File: src/pkg/bar_hdr_pkg.sv
// Offsets, field positions and reset values of the base address header slice.
package bar_hdr_pkg;

	// Byte offsets, identical on the PCI configuration port and the local port.
	localparam logic [7:0] OFF_MEM_BASE_INT = 8'h10;
	localparam logic [7:0] OFF_IO_BASE_INT = 8'h14;
	localparam logic [7:0] OFF_SPACE0_BASE = 8'h18;
	localparam logic [7:0] OFF_SPACE1_BASE = 8'h1C;
	localparam logic [7:0] OFF_SLOT_FOUR = 8'h20;
	localparam logic [7:0] OFF_SLOT_FIVE = 8'h24;
	localparam logic [7:0] OFF_CARD_INFO = 8'h28;
	localparam logic [7:0] OFF_SUBSYS_VENDOR = 8'h2C;

	// Field positions in the base registers and the local control words.
	localparam int SPACE_IND_BIT = 0;
	localparam int LOC_LSB = 1;
	localparam int LOC_MSB = 2;
	localparam int PREFETCH_BIT = 3;
	localparam int DECODE_EN_BIT = 0;
	localparam int QUEUE_HIDE_BIT = 0;

	// Writable masks of the base registers.
	localparam logic [31:0] INT_BASE_WMASK = 32'hFFFFFF00;
	localparam logic [31:0] MEM_SPACE_WMASK = 32'hFFFFFFF0;
	localparam logic [31:0] IO_SPACE_WMASK = 32'hFFFFFFFC;

	// Constant reads and reset values.
	localparam logic [31:0] BASE_RESET = 32'h00000000;
	localparam logic [31:0] ZERO_WORD = 32'h00000000;
	localparam logic [31:0] IO_INDICATOR = 32'h00000001;
	localparam int SVID_WIDTH = 16;

	// Decode windows, in the order of the claim outputs.
	localparam int NUM_WIN = 4;
	typedef enum logic [1:0] {
		WIN_MEM_INT,
		WIN_IO_INT,
		WIN_SPACE0,
		WIN_SPACE1
	} win_type;

endpackage

File: src/rtl/bar_window_match.sv
// Address match of one base address window against a bus address.
`timescale 1ns/1ps
module bar_window_match #(
	parameter int ADDR_WIDTH = 32
) (
	// Access under test.
	input wire logic [ADDR_WIDTH-1:0] addr_in,
	input wire logic addr_is_io_in,
	// Window programming.
	input wire logic [ADDR_WIDTH-1:0] base_in,
	input wire logic [ADDR_WIDTH-1:0] mask_in,
	input wire logic win_is_io_in,
	input wire logic enable_in,
	// Result.
	output logic hit_out
);

	// A hit needs a matching space, the enable set and equal masked bits.
	always_comb begin
		hit_out = enable_in && (addr_is_io_in == win_is_io_in) &&
			(((addr_in ^ base_in) & mask_in) == '0);
	end

endmodule

File: src/rtl/pci_bar_config_header.sv
// Base address slice of the type-0 configuration header, offsets 10h to 2Ch.
`timescale 1ns/1ps
module pci_bar_config_header #(
	parameter logic [15:0] SVID_RESET = 16'h5A5A // Arbitrary neutral value.
) (
	// Clock and reset.
	input wire logic clk_in,
	input wire logic srst_in,
	// PCI configuration port.
	input wire logic cfg_sel_in,
	input wire logic cfg_wr_in,
	input wire logic [7:0] cfg_addr_in,
	input wire logic [3:0] cfg_be_in,
	input wire logic [31:0] cfg_wdata_in,
	output logic [31:0] cfg_rdata_out,
	output logic cfg_ack_out,
	// Local processor register port.
	input wire logic loc_sel_in,
	input wire logic loc_wr_in,
	input wire logic [7:0] loc_addr_in,
	input wire logic [3:0] loc_be_in,
	input wire logic [31:0] loc_wdata_in,
	output logic [31:0] loc_rdata_out,
	output logic loc_ack_out,
	// Serial configuration memory load of the subsystem vendor id.
	input wire logic eeprom_svid_load_in,
	input wire logic [15:0] eeprom_svid_in,
	// Local range, enable and queue status words kept elsewhere.
	input wire logic [31:0] space0_range_cfg_in,
	input wire logic [31:0] space1_range_cfg_in,
	input wire logic [31:0] space0_local_base_cfg_in,
	input wire logic [31:0] space1_local_base_cfg_in,
	input wire logic [31:0] local_misc_control_one_in,
	input wire logic [31:0] message_queue_status_in,
	// PCI address phase to be decoded.
	input wire logic bus_req_in,
	input wire logic [31:0] bus_addr_in,
	input wire logic bus_is_io_in,
	// Claims, one per window in win_type order.
	output logic [3:0] claim_out,
	// Current subsystem vendor id.
	output logic [15:0] svid_out
);

	// Both register ports reach every register at the same offset. Reads take the
	// registers as they stood before the edge, so a read and a write of one offset
	// in one cycle return the old word and the write shows from the next access on.
	// When both ports write one register in one cycle, the host write is applied
	// first and the local write second, so firmware wins on every byte it enables.
	// The vendor id never takes host writes; a serial memory load beats a local
	// write in the same cycle, so a load at power-up cannot be lost to firmware.
	// The mirror bits of the space registers are read live from the range words:
	// a new range word shows on the next read with no write to the base register,
	// and a change from memory to I/O widens the writable field down to bit 2.
	// The stored base bits below the writable field are kept but never shown, and
	// the matchers mask them off as well, so stale low bits can never cause a hit.
	// The prefetch bit is status for software only and never reaches the matchers.
	// Claims are registered, so a hit is reported one cycle after the address
	// phase that caused it; a window disabled in that phase reports no hit.

	// Every piece of state of the block.
	typedef struct packed {
		logic [31:0] mem_int_base;
		logic [31:0] io_int_base;
		logic [31:0] space0_base;
		logic [31:0] space1_base;
		logic [15:0] svid;
		logic [31:0] cfg_rdata;
		logic cfg_ack;
		logic [31:0] loc_rdata;
		logic loc_ack;
		logic [3:0] claim;
	} state_type;

	state_type state_reg;
	state_type state_next;
	logic [3:0] hit;
	logic [31:0] win_base [4];
	logic [31:0] win_mask [4];
	logic [3:0] win_io;
	logic [3:0] win_en;
	logic space1_hidden;

	// The queue status bit hides the space 1 base on both ports alike.
	assign space1_hidden = message_queue_status_in[bar_hdr_pkg::QUEUE_HIDE_BIT];

	// Merges enabled bytes of a write into the writable bits of a register.
	function automatic logic [31:0] merge_write(input logic [31:0] old_val,
		input logic [31:0] wdata, input logic [3:0] be, input logic [31:0] wmask);
		logic [31:0] lane;
		lane = '0;
		for (int i = 0; i < 4; i++) begin
			lane[i*8 +: 8] = {8{be[i]}};
		end
		return (old_val & ~(lane & wmask)) | (wdata & lane & wmask);
	endfunction

	// Writable mask of a local space base register, set by its range word.
	function automatic logic [31:0] space_wmask(input logic [31:0] range_cfg);
		if (range_cfg[bar_hdr_pkg::SPACE_IND_BIT]) begin
			return bar_hdr_pkg::IO_SPACE_WMASK;
		end else begin
			return bar_hdr_pkg::MEM_SPACE_WMASK;
		end
	endfunction

	// Compare mask of a local space window: range ones within the writable bits.
	function automatic logic [31:0] space_win_mask(input logic [31:0] range_cfg);
		return range_cfg & space_wmask(range_cfg);
	endfunction

	// Read request of a register port: selected and not writing.
	function automatic logic is_rd_req(input logic sel, input logic wr);
		return sel && !wr;
	endfunction

	// Write request of a register port: selected and writing.
	function automatic logic is_wr_req(input logic sel, input logic wr);
		return sel && wr;
	endfunction

	// Local write of the vendor id: only byte lanes 0 and 1 carry it.
	function automatic logic [15:0] svid_write(input logic [15:0] old_val,
		input logic [31:0] wdata, input logic [3:0] be);
		logic [31:0] merged;
		merged = merge_write({16'h0000, old_val}, wdata, be, 32'h0000FFFF);
		return merged[15:0];
	endfunction

	// Read view of an internal register window: a 256-byte block plus its space bit.
	function automatic logic [31:0] int_view(input logic [31:0] base,
		input logic [31:0] indicator);
		return (base & bar_hdr_pkg::INT_BASE_WMASK) | indicator;
	endfunction

	// Read view of a local space base register.
	function automatic logic [31:0] space_view(input logic [31:0] base,
		input logic [31:0] range_cfg);
		logic [31:0] v;
		v = base & space_wmask(range_cfg);
		if (range_cfg[bar_hdr_pkg::SPACE_IND_BIT]) begin
			v[bar_hdr_pkg::SPACE_IND_BIT] = 1'b1;
			v[bar_hdr_pkg::LOC_LSB] = 1'b0;
		end else begin
			v[bar_hdr_pkg::SPACE_IND_BIT] = 1'b0;
			v[bar_hdr_pkg::LOC_MSB:bar_hdr_pkg::LOC_LSB] =
				range_cfg[bar_hdr_pkg::LOC_MSB:bar_hdr_pkg::LOC_LSB];
			v[bar_hdr_pkg::PREFETCH_BIT] = range_cfg[bar_hdr_pkg::PREFETCH_BIT];
		end
		return v;
	endfunction

	// Read mux shared by both ports, so every offset answers alike on each.
	function automatic logic [31:0] read_word(input logic [7:0] off, input state_type s,
		input logic [31:0] rr0, input logic [31:0] rr1, input logic hide1);
		case (off)
			bar_hdr_pkg::OFF_MEM_BASE_INT: begin
				return int_view(s.mem_int_base, bar_hdr_pkg::ZERO_WORD);
			end
			bar_hdr_pkg::OFF_IO_BASE_INT: begin
				return int_view(s.io_int_base, bar_hdr_pkg::IO_INDICATOR);
			end
			bar_hdr_pkg::OFF_SPACE0_BASE: begin
				return space_view(s.space0_base, rr0);
			end
			bar_hdr_pkg::OFF_SPACE1_BASE: begin
				if (hide1) begin
					return bar_hdr_pkg::ZERO_WORD;
				end else begin
					return space_view(s.space1_base, rr1);
				end
			end
			bar_hdr_pkg::OFF_SLOT_FOUR, bar_hdr_pkg::OFF_SLOT_FIVE: begin
				return bar_hdr_pkg::ZERO_WORD;
			end
			bar_hdr_pkg::OFF_CARD_INFO: begin
				return bar_hdr_pkg::ZERO_WORD;
			end
			bar_hdr_pkg::OFF_SUBSYS_VENDOR: begin
				return {{(32 - bar_hdr_pkg::SVID_WIDTH){1'b0}}, s.svid};
			end
			default: begin
				return bar_hdr_pkg::ZERO_WORD;
			end
		endcase
	endfunction

	// Applies one port's write to the base registers. Constant slots drop it.
	function automatic state_type apply_write(input state_type s, input logic [7:0] off,
		input logic [3:0] be, input logic [31:0] wdata, input logic [31:0] rr0,
		input logic [31:0] rr1);
		state_type r;
		r = s;
		case (off)
			bar_hdr_pkg::OFF_MEM_BASE_INT: begin
				r.mem_int_base = merge_write(s.mem_int_base, wdata, be,
					bar_hdr_pkg::INT_BASE_WMASK);
			end
			bar_hdr_pkg::OFF_IO_BASE_INT: begin
				r.io_int_base = merge_write(s.io_int_base, wdata, be,
					bar_hdr_pkg::INT_BASE_WMASK);
			end
			bar_hdr_pkg::OFF_SPACE0_BASE: begin
				r.space0_base = merge_write(s.space0_base, wdata, be,
					space_wmask(rr0));
			end
			bar_hdr_pkg::OFF_SPACE1_BASE: begin
				r.space1_base = merge_write(s.space1_base, wdata, be,
					space_wmask(rr1));
			end
			default: begin
				r = s;
			end
		endcase
		return r;
	endfunction

	// Window programming handed to the address matchers.
	always_comb begin
		// Internal memory window: its enable lives in the command register outside.
		win_base[bar_hdr_pkg::WIN_MEM_INT] = state_reg.mem_int_base;
		win_mask[bar_hdr_pkg::WIN_MEM_INT] = bar_hdr_pkg::INT_BASE_WMASK;
		win_io[bar_hdr_pkg::WIN_MEM_INT] = 1'b0;
		win_en[bar_hdr_pkg::WIN_MEM_INT] = 1'b1;

		// Internal I/O window: switched by the local miscellaneous control word.
		win_base[bar_hdr_pkg::WIN_IO_INT] = state_reg.io_int_base;
		win_mask[bar_hdr_pkg::WIN_IO_INT] = bar_hdr_pkg::INT_BASE_WMASK;
		win_io[bar_hdr_pkg::WIN_IO_INT] = 1'b1;
		win_en[bar_hdr_pkg::WIN_IO_INT] =
			local_misc_control_one_in[bar_hdr_pkg::DECODE_EN_BIT];

		// Local space 0 window: size and space type come from its range word.
		win_base[bar_hdr_pkg::WIN_SPACE0] = state_reg.space0_base;
		win_mask[bar_hdr_pkg::WIN_SPACE0] = space_win_mask(space0_range_cfg_in);
		win_io[bar_hdr_pkg::WIN_SPACE0] = space0_range_cfg_in[bar_hdr_pkg::SPACE_IND_BIT];
		win_en[bar_hdr_pkg::WIN_SPACE0] =
			space0_local_base_cfg_in[bar_hdr_pkg::DECODE_EN_BIT];

		// Local space 1 window, built the same way from its own words.
		win_base[bar_hdr_pkg::WIN_SPACE1] = state_reg.space1_base;
		win_mask[bar_hdr_pkg::WIN_SPACE1] = space_win_mask(space1_range_cfg_in);
		win_io[bar_hdr_pkg::WIN_SPACE1] = space1_range_cfg_in[bar_hdr_pkg::SPACE_IND_BIT];
		win_en[bar_hdr_pkg::WIN_SPACE1] =
			space1_local_base_cfg_in[bar_hdr_pkg::DECODE_EN_BIT];
	end

	// One matcher per window; the prefetch bit takes no part in decoding.
	generate
		for (genvar w = 0; w < bar_hdr_pkg::NUM_WIN; w++) begin : g_win
			bar_window_match #(
				.ADDR_WIDTH(32)
			) u_match (
				.addr_in(bus_addr_in),
				.addr_is_io_in(bus_is_io_in),
				.base_in(win_base[w]),
				.mask_in(win_mask[w]),
				.win_is_io_in(win_io[w]),
				.enable_in(win_en[w]),
				.hit_out(hit[w])
			);
		end
	endgenerate

	// Next state: port writes, vendor id loads, read data and claims.
	always_comb begin
		state_next = state_reg;
		state_next.cfg_ack = cfg_sel_in;
		state_next.loc_ack = loc_sel_in;
		// Reads see the registers as they stand before this cycle's writes.
		if (is_rd_req(cfg_sel_in, cfg_wr_in)) begin
			state_next.cfg_rdata = read_word(cfg_addr_in, state_reg, space0_range_cfg_in,
				space1_range_cfg_in, space1_hidden);
		end
		if (is_rd_req(loc_sel_in, loc_wr_in)) begin
			state_next.loc_rdata = read_word(loc_addr_in, state_reg, space0_range_cfg_in,
				space1_range_cfg_in, space1_hidden);
		end
		// PCI write first; a local write in the same cycle wins on shared bytes.
		if (is_wr_req(cfg_sel_in, cfg_wr_in)) begin
			state_next = apply_write(state_next, cfg_addr_in, cfg_be_in, cfg_wdata_in,
				space0_range_cfg_in, space1_range_cfg_in);
		end
		if (is_wr_req(loc_sel_in, loc_wr_in)) begin
			state_next = apply_write(state_next, loc_addr_in, loc_be_in, loc_wdata_in,
				space0_range_cfg_in, space1_range_cfg_in);
			if (loc_addr_in == bar_hdr_pkg::OFF_SUBSYS_VENDOR) begin
				state_next.svid = svid_write(state_reg.svid, loc_wdata_in, loc_be_in);
			end
		end
		// The serial memory load overrides a local write in the same cycle.
		if (eeprom_svid_load_in) begin
			state_next.svid = eeprom_svid_in;
		end
		// Claims are registered one cycle after the address phase.
		state_next.claim = bus_req_in ? hit : 4'h0;
	end

	// State register.
	always_ff @(posedge clk_in) begin
		if (srst_in) begin
			state_reg.mem_int_base <= bar_hdr_pkg::BASE_RESET;
			state_reg.io_int_base <= bar_hdr_pkg::BASE_RESET;
			state_reg.space0_base <= bar_hdr_pkg::BASE_RESET;
			state_reg.space1_base <= bar_hdr_pkg::BASE_RESET;
			state_reg.svid <= SVID_RESET;
			state_reg.cfg_rdata <= bar_hdr_pkg::ZERO_WORD;
			state_reg.cfg_ack <= 1'b0;
			state_reg.loc_rdata <= bar_hdr_pkg::ZERO_WORD;
			state_reg.loc_ack <= 1'b0;
			state_reg.claim <= 4'h0;
		end else begin
			state_reg <= state_next;
		end
	end

	// Outputs straight from the state register.
	assign cfg_rdata_out = state_reg.cfg_rdata;
	assign cfg_ack_out = state_reg.cfg_ack;
	assign loc_rdata_out = state_reg.loc_rdata;
	assign loc_ack_out = state_reg.loc_ack;
	assign claim_out = state_reg.claim;
	assign svid_out = state_reg.svid;

endmodule

File: config.mk
export PLATFORM = sky130hd
export DESIGN_NAME = pci_bar_config_header
export DESIGN_NICKNAME = d
export VERILOG_FILES = /design/src/pkg/bar_hdr_pkg.sv /design/src/rtl/bar_window_match.sv /design/src/rtl/pci_bar_config_header.sv
export SDC_FILE = /design/constraint.sdc
export NUM_CORES = 1
export LEC_CHECK = 0
export BUFFER_PORTS_ARGS = -buffer_cell sky130_fd_sc_hd__buf_2
export CELL_PAD_IN_SITES_DETAIL_PLACEMENT = 0
export CELL_PAD_IN_SITES_GLOBAL_PLACEMENT = 1
export CORE_UTILIZATION = 39
export CTS_BUF_LIST = sky130_fd_sc_hd__clkbuf_8 sky130_fd_sc_hd__clkbuf_16
export DETAILED_ROUTE_END_ITERATION = 12
export PLACE_DENSITY_LB_ADDON = 0.08
export SLEW_MARGIN = 20
export SYNTH_ARGS = -nofsm -noshare
export SYNTH_HDL_FRONTEND = slang
export SYNTH_SLANG_ARGS = --single-unit
File: constraint.sdc
create_clock -name clk_in -period 4.2 [get_ports clk_in]
set_input_delay 0.84 -clock clk_in [delete_from_list [all_inputs] [get_ports clk_in]]
set_output_delay 0.84 -clock clk_in [all_outputs]
set_load 0.1 [all_outputs]
==> reports/metrics.yaml <==
die_y_um: 172
tns_ns: 0
first_pass_iters: 8
root_buffer: "clkbuf_16"
ios: 423
path_clk_slew_ns: 0.09
clock_skew_ns: 0.0162
async_reset_ff_frac: 0
powerDensity_nw_per_um2: 309
finalSetupViolations: 0
peakVddDrop_v: 0.000199
synth-simple-area-share: 0.211
final.period_utilization: 0.666
rsz0062_at_grt: "false"
row_count: 61
min_from: "loc_rdata_out[26]"
start_kind: "input port"
maxCapViolCount: 0
dp_hpwl_um: 37700
synth_top_family_by_area: "simple AND/OR/NAND/NOR gates"
multiInputGateArea_um2: 7060
r2r-end: "claim_out[2]"
hold-path-cell-count: 2
dr.first_iter.drc_count: 1239
cts_tree: "done"
die_w_um: 172
cts_inserted_buffers: 17
drive_gt1_frac: 0.263
synthCells: 1300
critPathRequiredTime_ns: 4.55
wl_met2_um: 22200
crit_path_end_kind: "flip-flop"
top_layer: "met4"
grt_max_degree: 67
synth-seq-cells: 194
start_util: 0.401
avgRoutedWirePerCell_um: 25.7
post_cts_resized: 0
final_util: 0.492
routed_wl_um: 50600
worstPathMaxFanout: 26
synthesis.nets: 1637
cts_max_level: 4
syn_area_um2: 11300
coreArea_um2: 28100
cts_buffer_depth: 2
ant_nets: 0
first_global_vias: 10900
synth_fa_ha_area_frac: 0
worst_ep_arrival_time_ns: 3.15
hp-class: "flip-flop to flip-flop"
synth-edff-count: 0
criticalPathCategory: "input port to flip-flop"
reg2reg_from: "state_reg[132]"
status: "finished clean"
dp.cells: 1933
avgSynthCellArea_um2: 8.67
stdcell_count: 1967
routed-wl-met3_um: 4510
maxSlewViolCount: 0
grt-ovfl-total: 0
muxShareOfSynthArea: 0.138
synth-main-ff-cell: "dfxtp_1"
fillers: 2813
max_slew.worst_pin.slew_ns: 1.09
grt_antenna_before_repair: 2
clock-sinks: 194
dieArea_um2: 29600
holdPathEnd: "loc_rdata_out[26]"
vias: 11900
min_period_ns: 2.80
p_leak_uw: 0.00571
viasPerCell: 6.04
r2r_cells: 5
slew_headroom: 0.273
io_buffers: 294
r2r_setup_slack_ns: 1.94
hold_buffers: 0
hold_viol: 0
grt.total_usage: 0.338
gp_congestion: 0.928
synthXorXnorAreaFrac: 0.0855
clk_latency_ns: 0.45
area_delta_synth_final_pct: 22.7
grt_first_pass_wirelength_um: 72400
synth_seq_area_share: 0.344
drc_errors: 0
synthDistinctLibCells: 54
yosys_warnings: 0
synth-compound-area-share: 0.192
largest_register_ffs: 108
fmax_mhz: 358
final_nets: 1911
post_cts_buffers: 0
register_area_um2: 3880
met1_length_um: 22600
-- cell usage after synthesis, types with 35 or more instances --
cell type    n  area [um2]
a211oi_1    56         420
a221oi_1    36         315
a22oi_1     51         383
a311oi_1    39         342
clkbuf_1    63         236
dfxtp_1    194        3880
mux2i_1     91         911
nand2_1    142         533
nor2_1     164         616
nor3_1      35         175
o21ai_0     55         275
xor2_1      91         797
-- routing by layer --
layer | vias to the layer above | track usage
met5 | - | 0
met4 | 0 | 0.100
met3 | 70 | 0.0474
met2 | 715 | 0.514
met1 | 5719 | 0.491
li1 | 5378 | -
-- cell type report --
type	count	share of cell area
well taps	378	0.0342
clock buffers	17	0.0308
inverters	2	0.000543
flip-flops and latches	194	0.281
diodes	2	0.000362
repair buffers	337	0.130
clock inverters	15	0.0130
multi-input cells	1022	0.510
-- report_power, final --
group          switching [uW]  internal [uW]
sequential               20.6           1860
combinational             465            183
clock                     890            859
-- worst max-delay path, cell delays in order --
cell and delay (ns):
buf_2 0.11, or4b_1 0.64, nor3_2 0.15, buf_4 0.38, nand3_1 0.59, a311oi_1 0.44
-- cell families (layout without fill, tap and decap cells) --
group | after synthesis | after routing
xor gates and xnor gates | 110 | 110
buffers and inverters | 84 | 371
muxes | 124 | 124
DFF | 194 | 194
other | 0 | 2
and+or+nand+nor | 494 | 494
AOI/OAI and AO/OA | 294 | 294
-- cell usage in the layout, fill, tap and decap left out, types with 33 or more instances in the layout --
cell and instances:
mux2i_1 91, nand2_1 142, a22oi_1 51, nor3_1 35, xor2_1 91, a211oi_1 56
nor2_1 164, dfxtp_1 194, buf_4 44, nor2b_1 33, buf_2 293, o21ai_0 55
a311oi_1 39, a221oi_1 36
-- metrics by stage --
step,hold slack [ns],setup slack [ns],total power [uW],instance area (um2)
6_report,0.453,1.40,4280,13800
3_3_place_gp,0.433,1.01,2560,13200
5_1_grt,0.477,1.24,4380,13800
2_1_floorplan,0.470,1.58,2260,11300
3_5_place_dp,0.438,1.01,2560,13200
4_1_cts,0.456,1.47,4270,13800
-- worst max-delay path by stage --
stage	from	endpoint	slack [ns]	cells past startpoint
after global placement	loc_addr_in[5]	state_reg[178]	1.01	6
after floorplan	cfg_addr_in[1]	state_reg[145]	1.58	6
after global routing	loc_addr_in[5]	state_reg[171]	1.24	7
after CTS	loc_addr_in[5]	state_reg[173]	1.47	6
final	loc_addr_in[5]	state_reg[175]	1.40	6
after detailed placement	loc_addr_in[5]	state_reg[172]	1.01	6
(Power assumes the default switching activity.)
